$ cat src/host_bus_defs.svh
`ifndef HOST_BUS_DEFS_SVH
`define HOST_BUS_DEFS_SVH

// Widths of the host bus and of the internal data paths.
`define HB_HALF_W 16
`define HB_WORD_W 32
`define HB_ADDR_W 7
`define HB_WADDR_W 6

// Word address windows, A[7:2]: RX data port, TX data port, control/status space.
`define HB_RXDATA_WORD 6'h00
`define HB_TXDATA_WORD 6'h08
`define HB_CSR_BASE 6'h10

// Field positions inside the pin address A[7:1].
`define HB_HALF_BIT 0
`define HB_REGION_MSB 6
`define HB_REGION_LSB 5

// Reset values of the strap registers and of the interrupt hold-off width.
`define HB_STRAP_SPEED_RESET 1'b1
`define HB_STRAP_XOVER_RESET 1'b0
`define HB_HOLDOFF_W 8

`endif

$ cat src/host_bus_pkg.sv
package host_bus_pkg;

   // Host access sequencer, one-hot.
   typedef enum logic [2:0]
   {
      ST_IDLE  = 3'h1,
      ST_READ  = 3'h2,
      ST_WRITE = 3'h4
   } access_state_e;

   // Destination selected by the address decoder.
   typedef enum logic [1:0]
   {
      TGT_RX  = 2'h0,
      TGT_TX  = 2'h1,
      TGT_CSR = 2'h2
   } target_e;

endpackage : host_bus_pkg

$ cat src/stream_if.sv
// Valid/ready word stream between the host port and its buffer.
interface stream_if #(parameter int WIDTH = 32);
   logic             valid;
   logic             ready;
   logic [WIDTH-1:0] data;

   modport source (output valid, output data, input ready);
   modport sink   (input valid, input data, output ready);
endinterface : stream_if

$ cat src/word_buffer.sv
// Small FIFO that holds words while the receiver stalls.
module word_buffer #(
   parameter int WIDTH = 32,
   parameter int DEPTH = 2
) (
   // Clock and reset.
   input wire logic mclk,
   input wire logic rst,
   // Filling side.
   stream_if.sink   fill,
   // Draining side.
   stream_if.source drain
);
   localparam int PW = (DEPTH > 1) ? $clog2(DEPTH) : 1;

   logic [WIDTH-1:0] store [DEPTH];
   logic [PW-1:0]    wrPtr_reg;
   logic [PW-1:0]    wrPtr_next;
   logic [PW-1:0]    rdPtr_reg;
   logic [PW-1:0]    rdPtr_next;
   logic [PW:0]      count_reg;
   logic [PW:0]      count_next;
   logic             push;
   logic             pop;

   // Honest full and empty drive both handshakes.
   assign fill.ready  = (count_reg != (PW+1)'(DEPTH));
   assign drain.valid = (count_reg != '0);
   assign drain.data  = store[rdPtr_reg];
   assign push        = fill.valid & fill.ready;
   assign pop         = drain.valid & drain.ready;

   // Pointer and occupancy update.
   always_comb
   begin
      wrPtr_next = wrPtr_reg;
      rdPtr_next = rdPtr_reg;
      count_next = count_reg;
      if (push)
      begin
         wrPtr_next = (wrPtr_reg == PW'(DEPTH - 1)) ? '0 : PW'(wrPtr_reg + 1'b1);
      end
      if (pop)
      begin
         rdPtr_next = (rdPtr_reg == PW'(DEPTH - 1)) ? '0 : PW'(rdPtr_reg + 1'b1);
      end
      if (push && !pop)
      begin
         count_next = (PW+1)'(count_reg + 1'b1);
      end
      else if (pop && !push)
      begin
         count_next = (PW+1)'(count_reg - 1'b1);
      end
   end

   // Registers the pointers and writes the storage.
   always_ff @(posedge mclk)
   begin
      if (rst)
      begin
         wrPtr_reg <= '0;
         rdPtr_reg <= '0;
         count_reg <= '0;
      end
      else
      begin
         wrPtr_reg <= wrPtr_next;
         rdPtr_reg <= rdPtr_next;
         count_reg <= count_next;
      end
      if (push)
      begin
         store[wrPtr_reg] <= fill.data;
      end
   end

endmodule : word_buffer

$ cat src/irq_pin.sv
`include "host_bus_defs.svh"

// Interrupt pin driver with polarity, buffer type and de-assertion hold-off.
module irq_pin #(
   parameter int HW = `HB_HOLDOFF_W
) (
   // Clock and reset.
   input  wire logic          mclk,
   input  wire logic          rst,
   // Request and configuration.
   input  wire logic          irqRequest,
   input  wire logic          polarityHigh,
   input  wire logic          pushPull,
   input  wire logic [HW-1:0] holdoffCycles,
   // Pin.
   output logic               irqOut,
   output logic               irqOeLow,
   output logic               irqAsserted
);
   logic          asserted_reg;
   logic          asserted_next;
   logic [HW-1:0] holdoff_reg;
   logic [HW-1:0] holdoff_next;

   // Asserts only once the hold-off count has run out after a de-assertion.
   always_comb
   begin
      asserted_next = asserted_reg;
      holdoff_next  = holdoff_reg;
      if (holdoff_reg != '0)
      begin
         holdoff_next = HW'(holdoff_reg - 1'b1);
      end
      if (asserted_reg && !irqRequest)
      begin
         asserted_next = 1'b0;
         holdoff_next  = holdoffCycles;
      end
      else if (!asserted_reg && irqRequest && holdoff_reg == '0)
      begin
         asserted_next = 1'b1;
      end
   end

   // Registers the pin state.
   always_ff @(posedge mclk)
   begin
      if (rst)
      begin
         asserted_reg <= 1'b0;
         holdoff_reg  <= '0;
      end
      else
      begin
         asserted_reg <= asserted_next;
         holdoff_reg  <= holdoff_next;
      end
   end

   // Push-pull always drives; open-drain drives only while asserted.
   assign irqOut      = pushPull ? (asserted_reg ~^ polarityHigh) : polarityHigh;
   assign irqOeLow    = pushPull ? 1'b0 : !asserted_reg;
   assign irqAsserted = asserted_reg;

endmodule : irq_pin

$ cat src/host_bus_unit.sv
`include "host_bus_defs.svh"

module host_bus_unit
   import host_bus_pkg::*;
#(
   parameter int TX_DEPTH = 2,
   parameter int HW       = `HB_HOLDOFF_W
) (
   // Clock and reset.
   input  wire logic                    mclk,
   input  wire logic                    rst,
   // Host bus pins.
   input  wire logic [`HB_ADDR_W-1:0]   addrIn,
   input  wire logic                    chipSelectLow,
   input  wire logic                    readStrobeLow,
   input  wire logic                    writeStrobeLow,
   input  wire logic                    fifoSelect,
   input  wire logic [`HB_HALF_W-1:0]   dataIn,
   output logic      [`HB_HALF_W-1:0]   dataOut,
   output logic                         dataOeLow,
   // Interrupt pin and its configuration.
   input  wire logic                    irqSource,
   input  wire logic                    irqPolarityHigh,
   input  wire logic                    irqPushPull,
   input  wire logic [HW-1:0]           irqHoldoffCycles,
   output logic                         irqOut,
   output logic                         irqOeLow,
   output logic                         irqActive,
   // Configuration and power.
   input  wire logic                    bigEndian,
   input  wire logic                    lowPowerState,
   output logic                         wakeRequest,
   // Straps and resulting defaults.
   input  wire logic                    speedSelect,
   input  wire logic                    crossoverDetectEnable,
   output logic                         default100Mbps,
   output logic                         defaultFullDuplex,
   output logic                         defaultAutoNeg,
   output logic                         autoCrossoverOn,
   // Control/status register access.
   output logic      [`HB_WADDR_W-1:0]  csrAddr,
   output logic                         csrReadStrobe,
   input  wire logic [`HB_WORD_W-1:0]   csrReadData,
   output logic                         csrWriteStrobe,
   output logic      [`HB_WORD_W-1:0]   csrWriteData,
   // RX data FIFO.
   input  wire logic                    rxValid,
   input  wire logic [`HB_WORD_W-1:0]   rxData,
   output logic                         rxReady,
   // TX data FIFO.
   output logic                         txValid,
   output logic      [`HB_WORD_W-1:0]   txData,
   input  wire logic                    txReady,
   output logic                         txDropped
);
   access_state_e               state_reg;
   access_state_e               state_next;
   logic                        csActive;
   logic                        readReq;
   logic                        writeReq;
   logic                        halfSel;
   logic [`HB_WADDR_W-1:0]      wordAddr;
   target_e                     target;
   logic                        readEntry;
   logic [`HB_WORD_W-1:0]       fetchWord;
   logic [`HB_WORD_W-1:0]       readWord_reg;
   logic [`HB_WORD_W-1:0]       readWord_next;
   logic [`HB_HALF_W-1:0]       dataOut_reg;
   logic [`HB_HALF_W-1:0]       dataOut_next;
   logic [`HB_HALF_W-1:0]       wrHalf_reg;
   logic [`HB_HALF_W-1:0]       wrHalf_next;
   logic [`HB_ADDR_W-1:0]       wrAddr_reg;
   logic [`HB_ADDR_W-1:0]       wrAddr_next;
   target_e                     wrTarget_reg;
   target_e                     wrTarget_next;
   logic                        wrLive_reg;
   logic                        wrLive_next;
   logic [`HB_WORD_W-1:0]       wrWord_reg;
   logic [`HB_WORD_W-1:0]       wrWord_next;
   logic [`HB_WORD_W-1:0]       merged;
   logic                        wrLowLane;
   logic                        txPush_reg;
   logic                        txPush_next;
   logic                        txDrop_reg;
   logic                        txDrop_next;
   logic                        csrWr_reg;
   logic                        csrWr_next;
   logic [`HB_WADDR_W-1:0]      csrWrAddr_reg;
   logic [`HB_WADDR_W-1:0]      csrWrAddr_next;
   logic                        wake_reg;
   logic                        wake_next;
   logic                        strapDone_reg;
   logic                        strapDone_next;
   logic                        speedStrap_reg;
   logic                        speedStrap_next;
   logic                        xover_reg;
   logic                        xover_next;

   stream_if #(.WIDTH(`HB_WORD_W)) txIn ();
   stream_if #(.WIDTH(`HB_WORD_W)) txOut ();

   // Qualifies the strobes with chip select; read wins if both are low.
   assign csActive = !chipSelectLow;
   assign readReq  = csActive && !readStrobeLow;
   assign writeReq = csActive && !writeStrobeLow;
   assign halfSel  = addrIn[`HB_HALF_BIT];
   assign wordAddr = addrIn[`HB_ADDR_W-1:1];

   // Decodes the destination of the current access.
   always_comb
   begin
      if (fifoSelect)
      begin
         target = readReq ? TGT_RX : TGT_TX;
      end
      else if (addrIn[`HB_REGION_MSB:`HB_REGION_LSB] != '0)
      begin
         target = TGT_CSR;
      end
      else if (wordAddr >= `HB_TXDATA_WORD)
      begin
         target = TGT_TX;
      end
      else
      begin
         target = TGT_RX;
      end
   end

   // A read fetches a whole word on its first half and pops the RX FIFO once.
   assign readEntry     = (state_reg == ST_IDLE) && readReq;
   assign rxReady       = readEntry && !halfSel && target == TGT_RX && rxValid;
   assign csrReadStrobe = readEntry && !halfSel && target == TGT_CSR;
   assign csrAddr       = csrWr_reg ? csrWrAddr_reg : wordAddr;
   assign fetchWord     = (target == TGT_CSR) ? csrReadData : ((target == TGT_RX && rxValid) ? rxData : '0);

   // Access sequencer: one strobe assertion is one 16-bit transfer.
   always_comb
   begin
      state_next = state_reg;
      case (state_reg)
         ST_IDLE:
         begin
            if (readReq)
            begin
               state_next = ST_READ;
            end
            else if (writeReq)
            begin
               state_next = ST_WRITE;
            end
         end
         ST_READ:
         begin
            if (!readReq)
            begin
               state_next = ST_IDLE;
            end
         end
         ST_WRITE:
         begin
            if (!writeReq)
            begin
               state_next = ST_IDLE;
            end
         end
         default:
         begin
            state_next = ST_IDLE;
         end
      endcase
   end

   // Read data: the first half fetches and splits the word, the second replays it.
   always_comb
   begin
      readWord_next = readWord_reg;
      dataOut_next  = dataOut_reg;
      if (readEntry)
      begin
         if (!halfSel)
         begin
            readWord_next = fetchWord;
            dataOut_next  = bigEndian ? fetchWord[31:16] : fetchWord[15:0];
         end
         else
         begin
            dataOut_next = bigEndian ? readWord_reg[15:0] : readWord_reg[31:16];
         end
      end
   end

   // Write data is taken on the trailing edge of the strobe, as an SRAM would.
   assign wrLowLane = (wrAddr_reg[`HB_HALF_BIT] == bigEndian);
   assign merged    = wrLowLane ? {wrWord_reg[31:16], wrHalf_reg} : {wrHalf_reg, wrWord_reg[15:0]};

   // Write capture and commit; a word leaves only when its second half lands.
   always_comb
   begin
      wrHalf_next    = wrHalf_reg;
      wrAddr_next    = wrAddr_reg;
      wrTarget_next  = wrTarget_reg;
      wrLive_next    = wrLive_reg;
      wrWord_next    = wrWord_reg;
      txPush_next    = 1'b0;
      txDrop_next    = 1'b0;
      csrWr_next     = 1'b0;
      csrWrAddr_next = csrWrAddr_reg;
      wake_next      = 1'b0;
      if (state_reg == ST_IDLE && !readReq && writeReq)
      begin
         wrLive_next = !lowPowerState;
         wake_next   = lowPowerState;
      end
      if (state_reg == ST_WRITE && writeReq)
      begin
         wrHalf_next   = dataIn;
         wrAddr_next   = addrIn;
         wrTarget_next = target;
      end
      if (state_reg == ST_WRITE && !writeReq && wrLive_reg)
      begin
         wrWord_next = merged;
         if (wrAddr_reg[`HB_HALF_BIT])
         begin
            if (wrTarget_reg == TGT_TX)
            begin
               txPush_next = txIn.ready;
               txDrop_next = !txIn.ready;
            end
            else if (wrTarget_reg == TGT_CSR)
            begin
               csrWr_next     = 1'b1;
               csrWrAddr_next = wrAddr_reg[`HB_ADDR_W-1:1];
            end
         end
      end
   end

   // Straps: speed is caught on the first clock after reset release and then held.
   always_comb
   begin
      strapDone_next  = 1'b1;
      speedStrap_next = strapDone_reg ? speedStrap_reg : speedSelect;
      xover_next      = crossoverDetectEnable;
   end

   // Registers every group of state.
   always_ff @(posedge mclk)
   begin
      if (rst)
      begin
         state_reg      <= ST_IDLE;
         readWord_reg   <= '0;
         dataOut_reg    <= '0;
         wrHalf_reg     <= '0;
         wrAddr_reg     <= '0;
         wrTarget_reg   <= TGT_RX;
         wrLive_reg     <= 1'b0;
         wrWord_reg     <= '0;
         txPush_reg     <= 1'b0;
         txDrop_reg     <= 1'b0;
         csrWr_reg      <= 1'b0;
         csrWrAddr_reg  <= '0;
         wake_reg       <= 1'b0;
         strapDone_reg  <= 1'b0;
         speedStrap_reg <= `HB_STRAP_SPEED_RESET;
         xover_reg      <= `HB_STRAP_XOVER_RESET;
      end
      else
      begin
         state_reg      <= state_next;
         readWord_reg   <= readWord_next;
         dataOut_reg    <= dataOut_next;
         wrHalf_reg     <= wrHalf_next;
         wrAddr_reg     <= wrAddr_next;
         wrTarget_reg   <= wrTarget_next;
         wrLive_reg     <= wrLive_next;
         wrWord_reg     <= wrWord_next;
         txPush_reg     <= txPush_next;
         txDrop_reg     <= txDrop_next;
         csrWr_reg      <= csrWr_next;
         csrWrAddr_reg  <= csrWrAddr_next;
         wake_reg       <= wake_next;
         strapDone_reg  <= strapDone_next;
         speedStrap_reg <= speedStrap_next;
         xover_reg      <= xover_next;
      end
   end

   // Data bus drive follows the qualified read strobe only; no DMA master exists.
   assign dataOut   = dataOut_reg;
   assign dataOeLow = !readReq;

   // Completed TX words enter the buffer, which drains to the TX FIFO.
   assign txIn.valid     = txPush_reg;
   assign txIn.data      = wrWord_reg;
   assign txValid        = txOut.valid;
   assign txData         = txOut.data;
   assign txOut.ready    = txReady;
   assign txDropped      = txDrop_reg;
   assign csrWriteStrobe = csrWr_reg;
   assign csrWriteData   = wrWord_reg;
   assign wakeRequest    = wake_reg;

   // Default speed and auto-negotiation from the held strap; full duplex tied off; crossover follows its input.
   assign default100Mbps    = speedStrap_reg;
   assign defaultFullDuplex = 1'b0;
   assign defaultAutoNeg    = speedStrap_reg;
   assign autoCrossoverOn   = xover_reg;

   // Buffer between the host port and the TX FIFO.
   word_buffer #(
      .WIDTH (`HB_WORD_W),
      .DEPTH (TX_DEPTH)
   ) txBuffer (
      .mclk  (mclk),
      .rst   (rst),
      .fill  (txIn),
      .drain (txOut)
   );

   // Interrupt pin with hold-off.
   irq_pin #(
      .HW (HW)
   ) irqDriver (
      .mclk          (mclk),
      .rst           (rst),
      .irqRequest    (irqSource),
      .polarityHigh  (irqPolarityHigh),
      .pushPull      (irqPushPull),
      .holdoffCycles (irqHoldoffCycles),
      .irqOut        (irqOut),
      .irqOeLow      (irqOeLow),
      .irqAsserted   (irqActive)
   );

endmodule : host_bus_unit

$ cat config.mk
export PLATFORM = sky130hd
export DESIGN_NAME = host_bus_unit
export DESIGN_NICKNAME = d
export VERILOG_FILES = /design/src/host_bus_pkg.sv /design/src/stream_if.sv /design/src/word_buffer.sv /design/src/irq_pin.sv /design/src/host_bus_unit.sv
export VERILOG_INCLUDE_DIRS = /design/src
export SDC_FILE = /design/constraint.sdc
export NUM_CORES = 1
export LEC_CHECK = 0
export ABC_AREA = 1
export ABC_CLOCK_PERIOD_IN_PS = 2900
export BUFFER_PORTS_ARGS = -buffer_cell sky130_fd_sc_hd__buf_2
export CORE_UTILIZATION = 54
export DETAILED_ROUTE_END_ITERATION = 7
export PLACE_DENSITY = 0.77
export RECOVER_POWER = 25
export SYNTH_ARGS = -nofsm -noshare
export SYNTH_HDL_FRONTEND = slang
export SYNTH_HIERARCHICAL = 1
export SYNTH_SLANG_ARGS = --single-unit
$ cat constraint.sdc
create_clock -name mclk -period 2.9 [get_ports mclk]
set_input_delay 0.58 -clock mclk [delete_from_list [all_inputs] [get_ports mclk]]
set_output_delay 0.58 -clock mclk [all_outputs]
set_load 0.02 [all_outputs]
# == Word level (Yosys, flattened, before mapping) ==
# Memories as Yosys holds them, arrays and structs flattened. A register that Yosys moved wholly into a read port is not among the register bits.
# Index checks and enable logic that the tools add are counted.
# word_totals
latchBits,0
in_bits,110
mem_bits_ro,0
ramBits,64
mem_count,1
ff_bits,135
# mem_list
name,depth,width,rd,rd_ports_with_merged_regs,write_ports,line_no,text
txBuffer.store,2,32,1,1,1,word_buffer.sv:16,logic [WIDTH-1:0] store [DEPTH];
# classes
n_eq_ne,11
reduce_logical,46
magnitude_cmp,1
n_div,0
n_mul,0
n_shift,0
bitwise_logic,9
mux,29
addsub,5
# ops
operator,n
2-to-1 mux 32 bit,2
2-to-1 mux 16 bit,3
logical AND 1 bit,18
2-to-1 mux 8 bit,2
logical NOT 1 bit,12
2-to-1 mux 1 bit,12
2-to-1 mux 3 bit,4
case mux 3 bit (3 select lines),1
logical NOT 8 bit,1
2-to-1 mux 2 bit,4
nonzero test 2 bit,4
nonzero test 8 bit,1
OR reduction 4 bit,2
"subtractor 8 x 1 -> 8 bit, second input constant",1
">= comparator 6 x 4 -> 1 bit, second input constant",1
2-to-1 mux 6 bit,1
"inequality test 2 bit, second input constant",3
NOT 1 bit,6
AND reduction 2 bit,3
"== test 2 bit, second input constant",2
AND reduction 4 bit,1
OR reduction 2 bit,2
"== test 3 x 1 -> 1 bit, second input constant",1
"== test 3 x 2 -> 1 bit, second input constant",1
other kinds (11),13

# == Longest topological paths before layout ==
# depth
depth_word,10
depth_mapped,11
mapped_depth_nobuf,11

# == By module ==
# Netlist, hierarchy kept.
# by_module_without_submodules
mod,area_per_inst_um2,cells_per_inst,instances
host_bus_unit,5511.5,792,1
word_buffer,2705.1,137,1
irq_pin,640.6,106,1

# == Worst setup path before layout ==
# OpenSTA, ideal clock, no wires.
# synth_path
kind,input -> output
from,input readStrobeLow
to,output csrReadStrobe
slack_ns,0.480
t_arrival_ns,1.840
stages,7
required_time_ns,2.320
path_buffers,2
path_cell_list,nor2_2 inv_2 nor2_4 nand2_2 buf_6 buf_2 nor3_1
# synth_between
elab_chain_len,6
word_cells_on_any_way,8
# synth_rtl
element,line_no,text
from (decl),host_bus_unit.sv:15,"input wire logic readStrobeLow,"
logical NOT 1 bit *,host_bus_unit.sv:104,assign readReq = csActive && !readStrobeLow;
logical AND 1 bit *,host_bus_unit.sv:104,
2-to-1 mux 1 bit,host_bus_unit.sv:114,target = readReq ? TGT_RX : TGT_TX;
2-to-1 mux 2 bit,host_bus_unit.sv:112,if (fifoSelect)
== test 2 bit,host_bus_unit.sv:133,assign csrReadStrobe = readEntry && !halfSel && target == TGT_CSR;
logical AND 1 bit *,host_bus_unit.sv:133,
to (decl),host_bus_unit.sv:42,"output logic csrReadStrobe,"
# Mark *: on every way between the ends. The rest lies on a longest branch, timed or not.

==> impl_metrics.json <==
{
  "status": "completed",
  "relSlewSlack": 0.209,
  "ios": 210,
  "p_comb_frac": 0.151,
  "clk_pin_slew_ns": 0.07,
  "r2r-start": "state_reg[2]",
  "sequentialPowerShare": 0.481,
  "crit_slowest_cell": "buf_4",
  "p_per_area_mw_per_mm2": 602,
  "wl_per_cell_um": 14.0,
  "layout-drive-gt1-share": 0.247,
  "dr_total_vias": 7521,
  "cp.depth": 3,
  "post_cts_resized": 0,
  "switching_share": 0.271,
  "ant_nets": 0,
  "io_buffers": 208,
  "synth_cells": 1035,
  "period_minus_slack_ns": 2.36,
  "synth_warnings": 6,
  "drc": 0,
  "synth_xor_area_frac": 0.00410,
  "synth-adder-area-share": 0.00424,
  "fill_cells": 1358,
  "final.period_utilization": 0.814,
  "routed_wirelength_mm": 20.2,
  "synth-edff-count": 64,
  "drt_iter0_markers": 526,
  "rrSetupSlack_ns": 1.07,
  "cts_tree": "built",
  "ir_drop_uv": 492,
  "nets": 1330,
  "synth_top_area_frac": 0.307,
  "die_area_mm2": 0.0169,
  "synthMostInstantiatedCell": "nand2_1",
  "synth_common_cells": "nand2_1, dfxtp_1, nand3_1, a21oi_1, inv_1",
  "worstHoldStart": "lowPowerState",
  "endpoint_kind": "primary output",
  "synth_area_leaders": "dfxtp_1, edfxtp_1, nand3_1, a21oi_1, nand2_1",
  "place_congestion": 0.891,
  "finalSetupViolations": 0,
  "power_leakage_nw": 4.57,
  "core_area_mm2": 0.0159,
  "synth_top_family_by_area": "simple AND/OR/NAND/NOR gates",
  "antennaDiodeCount": 0,
  "start_kind": "register",
  "maxSlewViolCount": 0,
  "fin_setup_tns_ns": 0,
  "cp.required_ns": 2.32,
  "postCtsSetupRepairBufs": 0,
  "vias_per_cell": 5.20,
  "fin_skew_ns": 0.0102,
  "syn_to_final_growth_pct": 18.5,
  "synth_compound_area_frac": 0.129,
  "yosysTopAreaCell": "dfxtp_1",
  "path_max_fanout": 32,
  "dr.pass1.iters": 5,
  "r2r-end": "dataOut[12]",
  "switching_power_w": 0.00171,
  "start_util": 0.556,
  "antenna_found_initial": 0,
  "cts.sink_count": 200,
  "seq_area_frac_synth": 0.524,
  "place_ws_ns": 0.689,
  "synth_fp_nets": 1148,
  "crit_buf_inv": 2,
  "cp_top_family": "buffers and inverters",
  "crit_end": "txData[11]",
  "fp.dieH_um": 130,
  "grt_overflow_total": 0,
  "clock_path_buffers": 2,
  "slowest_delay_ns": 0.47,
  "r2r_cells": 7,
  "hold_viol": 0,
  "floorplan.rows": 46,
  "synthMuxAreaShare": 0.0534,
  "max_freq_ghz": 0.424,
  "regArea_mm2": 0.00465,
  "pwr-share-clk": 0.368,
  "postCtsHoldBufs": 0,
  "worst_slew_pin_slew_ns": 1.19,
  "timing.max_cap.violations": 0,
  "synthSimpleGateAreaFrac": 0.195,
  "crit_path_cell_trace": "buf_4 -> mux2_2 -> buf_2",
  "worst_slack_ns": 0.540,
  "clock-root-buffer": "clkbuf_16",
  "intPower_w": 0.00461,
  "yosysUniqueCellTypes": 31,
  "multi_input_area_mm2": 0.00342,
  "whs_path_depth": 2,
  "cts_inserted_buffers": 17,
  "synth_seq_cells": 200,
  "min_path_type": "input port to register",
  "die_w_um": 130,
  "grt_pass1_wl_mm": 32.1,
  "grt_max_degree": 65,
  "place_hpwl_mm": 13.9,
  "largest_reg_flops": 64,
  "htreeDepth": 4,
  "path_class": "register to primary output",
  "utilization": 0.659,
  "synth_ff_type": "dfxtp_1",
  "syn_area_per_cell_um2": 8.56,
  "worstPathArrival_ns": 1.78,
  "clk_latency_ns": 0.43,
  "syn_area_mm2": 0.00886,
  "ys_async_sr_fraction": 0,
  "rsz0062_at_grt": "no",
  "first_global_vias": 6663,
  "grt.total_usage": 0.244
}
[worst reg2reg max path, stage by stage, from the launching register on]
cell and delay [ns]:
dfxtp_1 0.32, nor2_1 0.10, nand2_1 0.12, nor2_4 0.12
buf_4 0.22, clkinv_1 0.50, nor2_1 0.26, a21oi_1 0.08
[area by class of cell]
class / count / area share
multi-input cells: 659 / 0.326
well taps: 216 / 0.0257
clock buffers: 22 / 0.0453
repair buffers: 224 / 0.109
flip-flops and latches: 200 / 0.442
inverters: 115 / 0.0411
clock inverters: 10 / 0.0101
[placed cells by master (no fill, tap or decap), types with 3 or more instances in the layout]
master	Yosys	routed
ha_1	3	3
inv_1	108	108
nand2_2	4	4
o21ai_1	25	25
buf_4	3	14
clkbuf_16	0	18
mux2_4	30	30
o21ai_0	81	81
edfxtp_1	64	64
a21oi_1	123	123
nor2_4	5	5
inv_6	0	3
buf_2	22	202
nor2_1	98	97
clkbuf_1	23	9
nand4_1	5	5
inv_2	5	5
nor2_2	5	6
dfxtp_1	136	135
nand3_1	129	129
nand2_1	140	140
[layer usage]
layer | track usage | share of wire
met1 | 0.318 | 0.44
met2 | 0.403 | 0.48
met3 | 0.0480 | 0.060
met4 | 0.0876 | 0.017
met5 | 0 | 0
[worst min path at each step]
stage	slack, ns	to
6_report	0.33	wrLive_reg
5_1_grt	0.32	wrLive_reg
4_1_cts	0.31	wrLive_reg
3_5_place_dp	0.43	default100Mbps
3_3_place_gp	0.42	default100Mbps
2_1_floorplan	0.41	default100Mbps
[stage by stage]
step	cells	cell area [um2]	power (W)	hold slack, ns
after floorplan	1035	8860	0.00383	0.412
after CTS	1446	10500	0.00637	0.311
after detailed placement	1414	9950	0.00407	0.433
final	1446	10500	0.00632	0.330
after global placement	1414	9950	0.00405	0.419
after global routing	1446	10500	0.00660	0.320
[logic make-up (layout without fill, tap and decap cells)]
kind of cell	after synthesis	count (layout)
muxes	32	32
xor gates and xnor gates	2	2
buffers and inverters	176	371
other	1	1
adders and majority gates	3	3
and+or+nand+nor	392	392
DFF	200	200
AOI/OAI and AO/OA	229	229
[power groups by stage]
stage	Clock, W	Combinational, W	Sequential (W)
after CTS	0.00236	0.000971	0.00304
after global placement	0	0.000948	0.00310
final	0.00232	0.000953	0.00304
after floorplan	0	0.000709	0.00312
after global routing	0.00247	0.00109	0.00305
after detailed placement	0	0.000966	0.00310
Power figures use the tool's default switching activity.
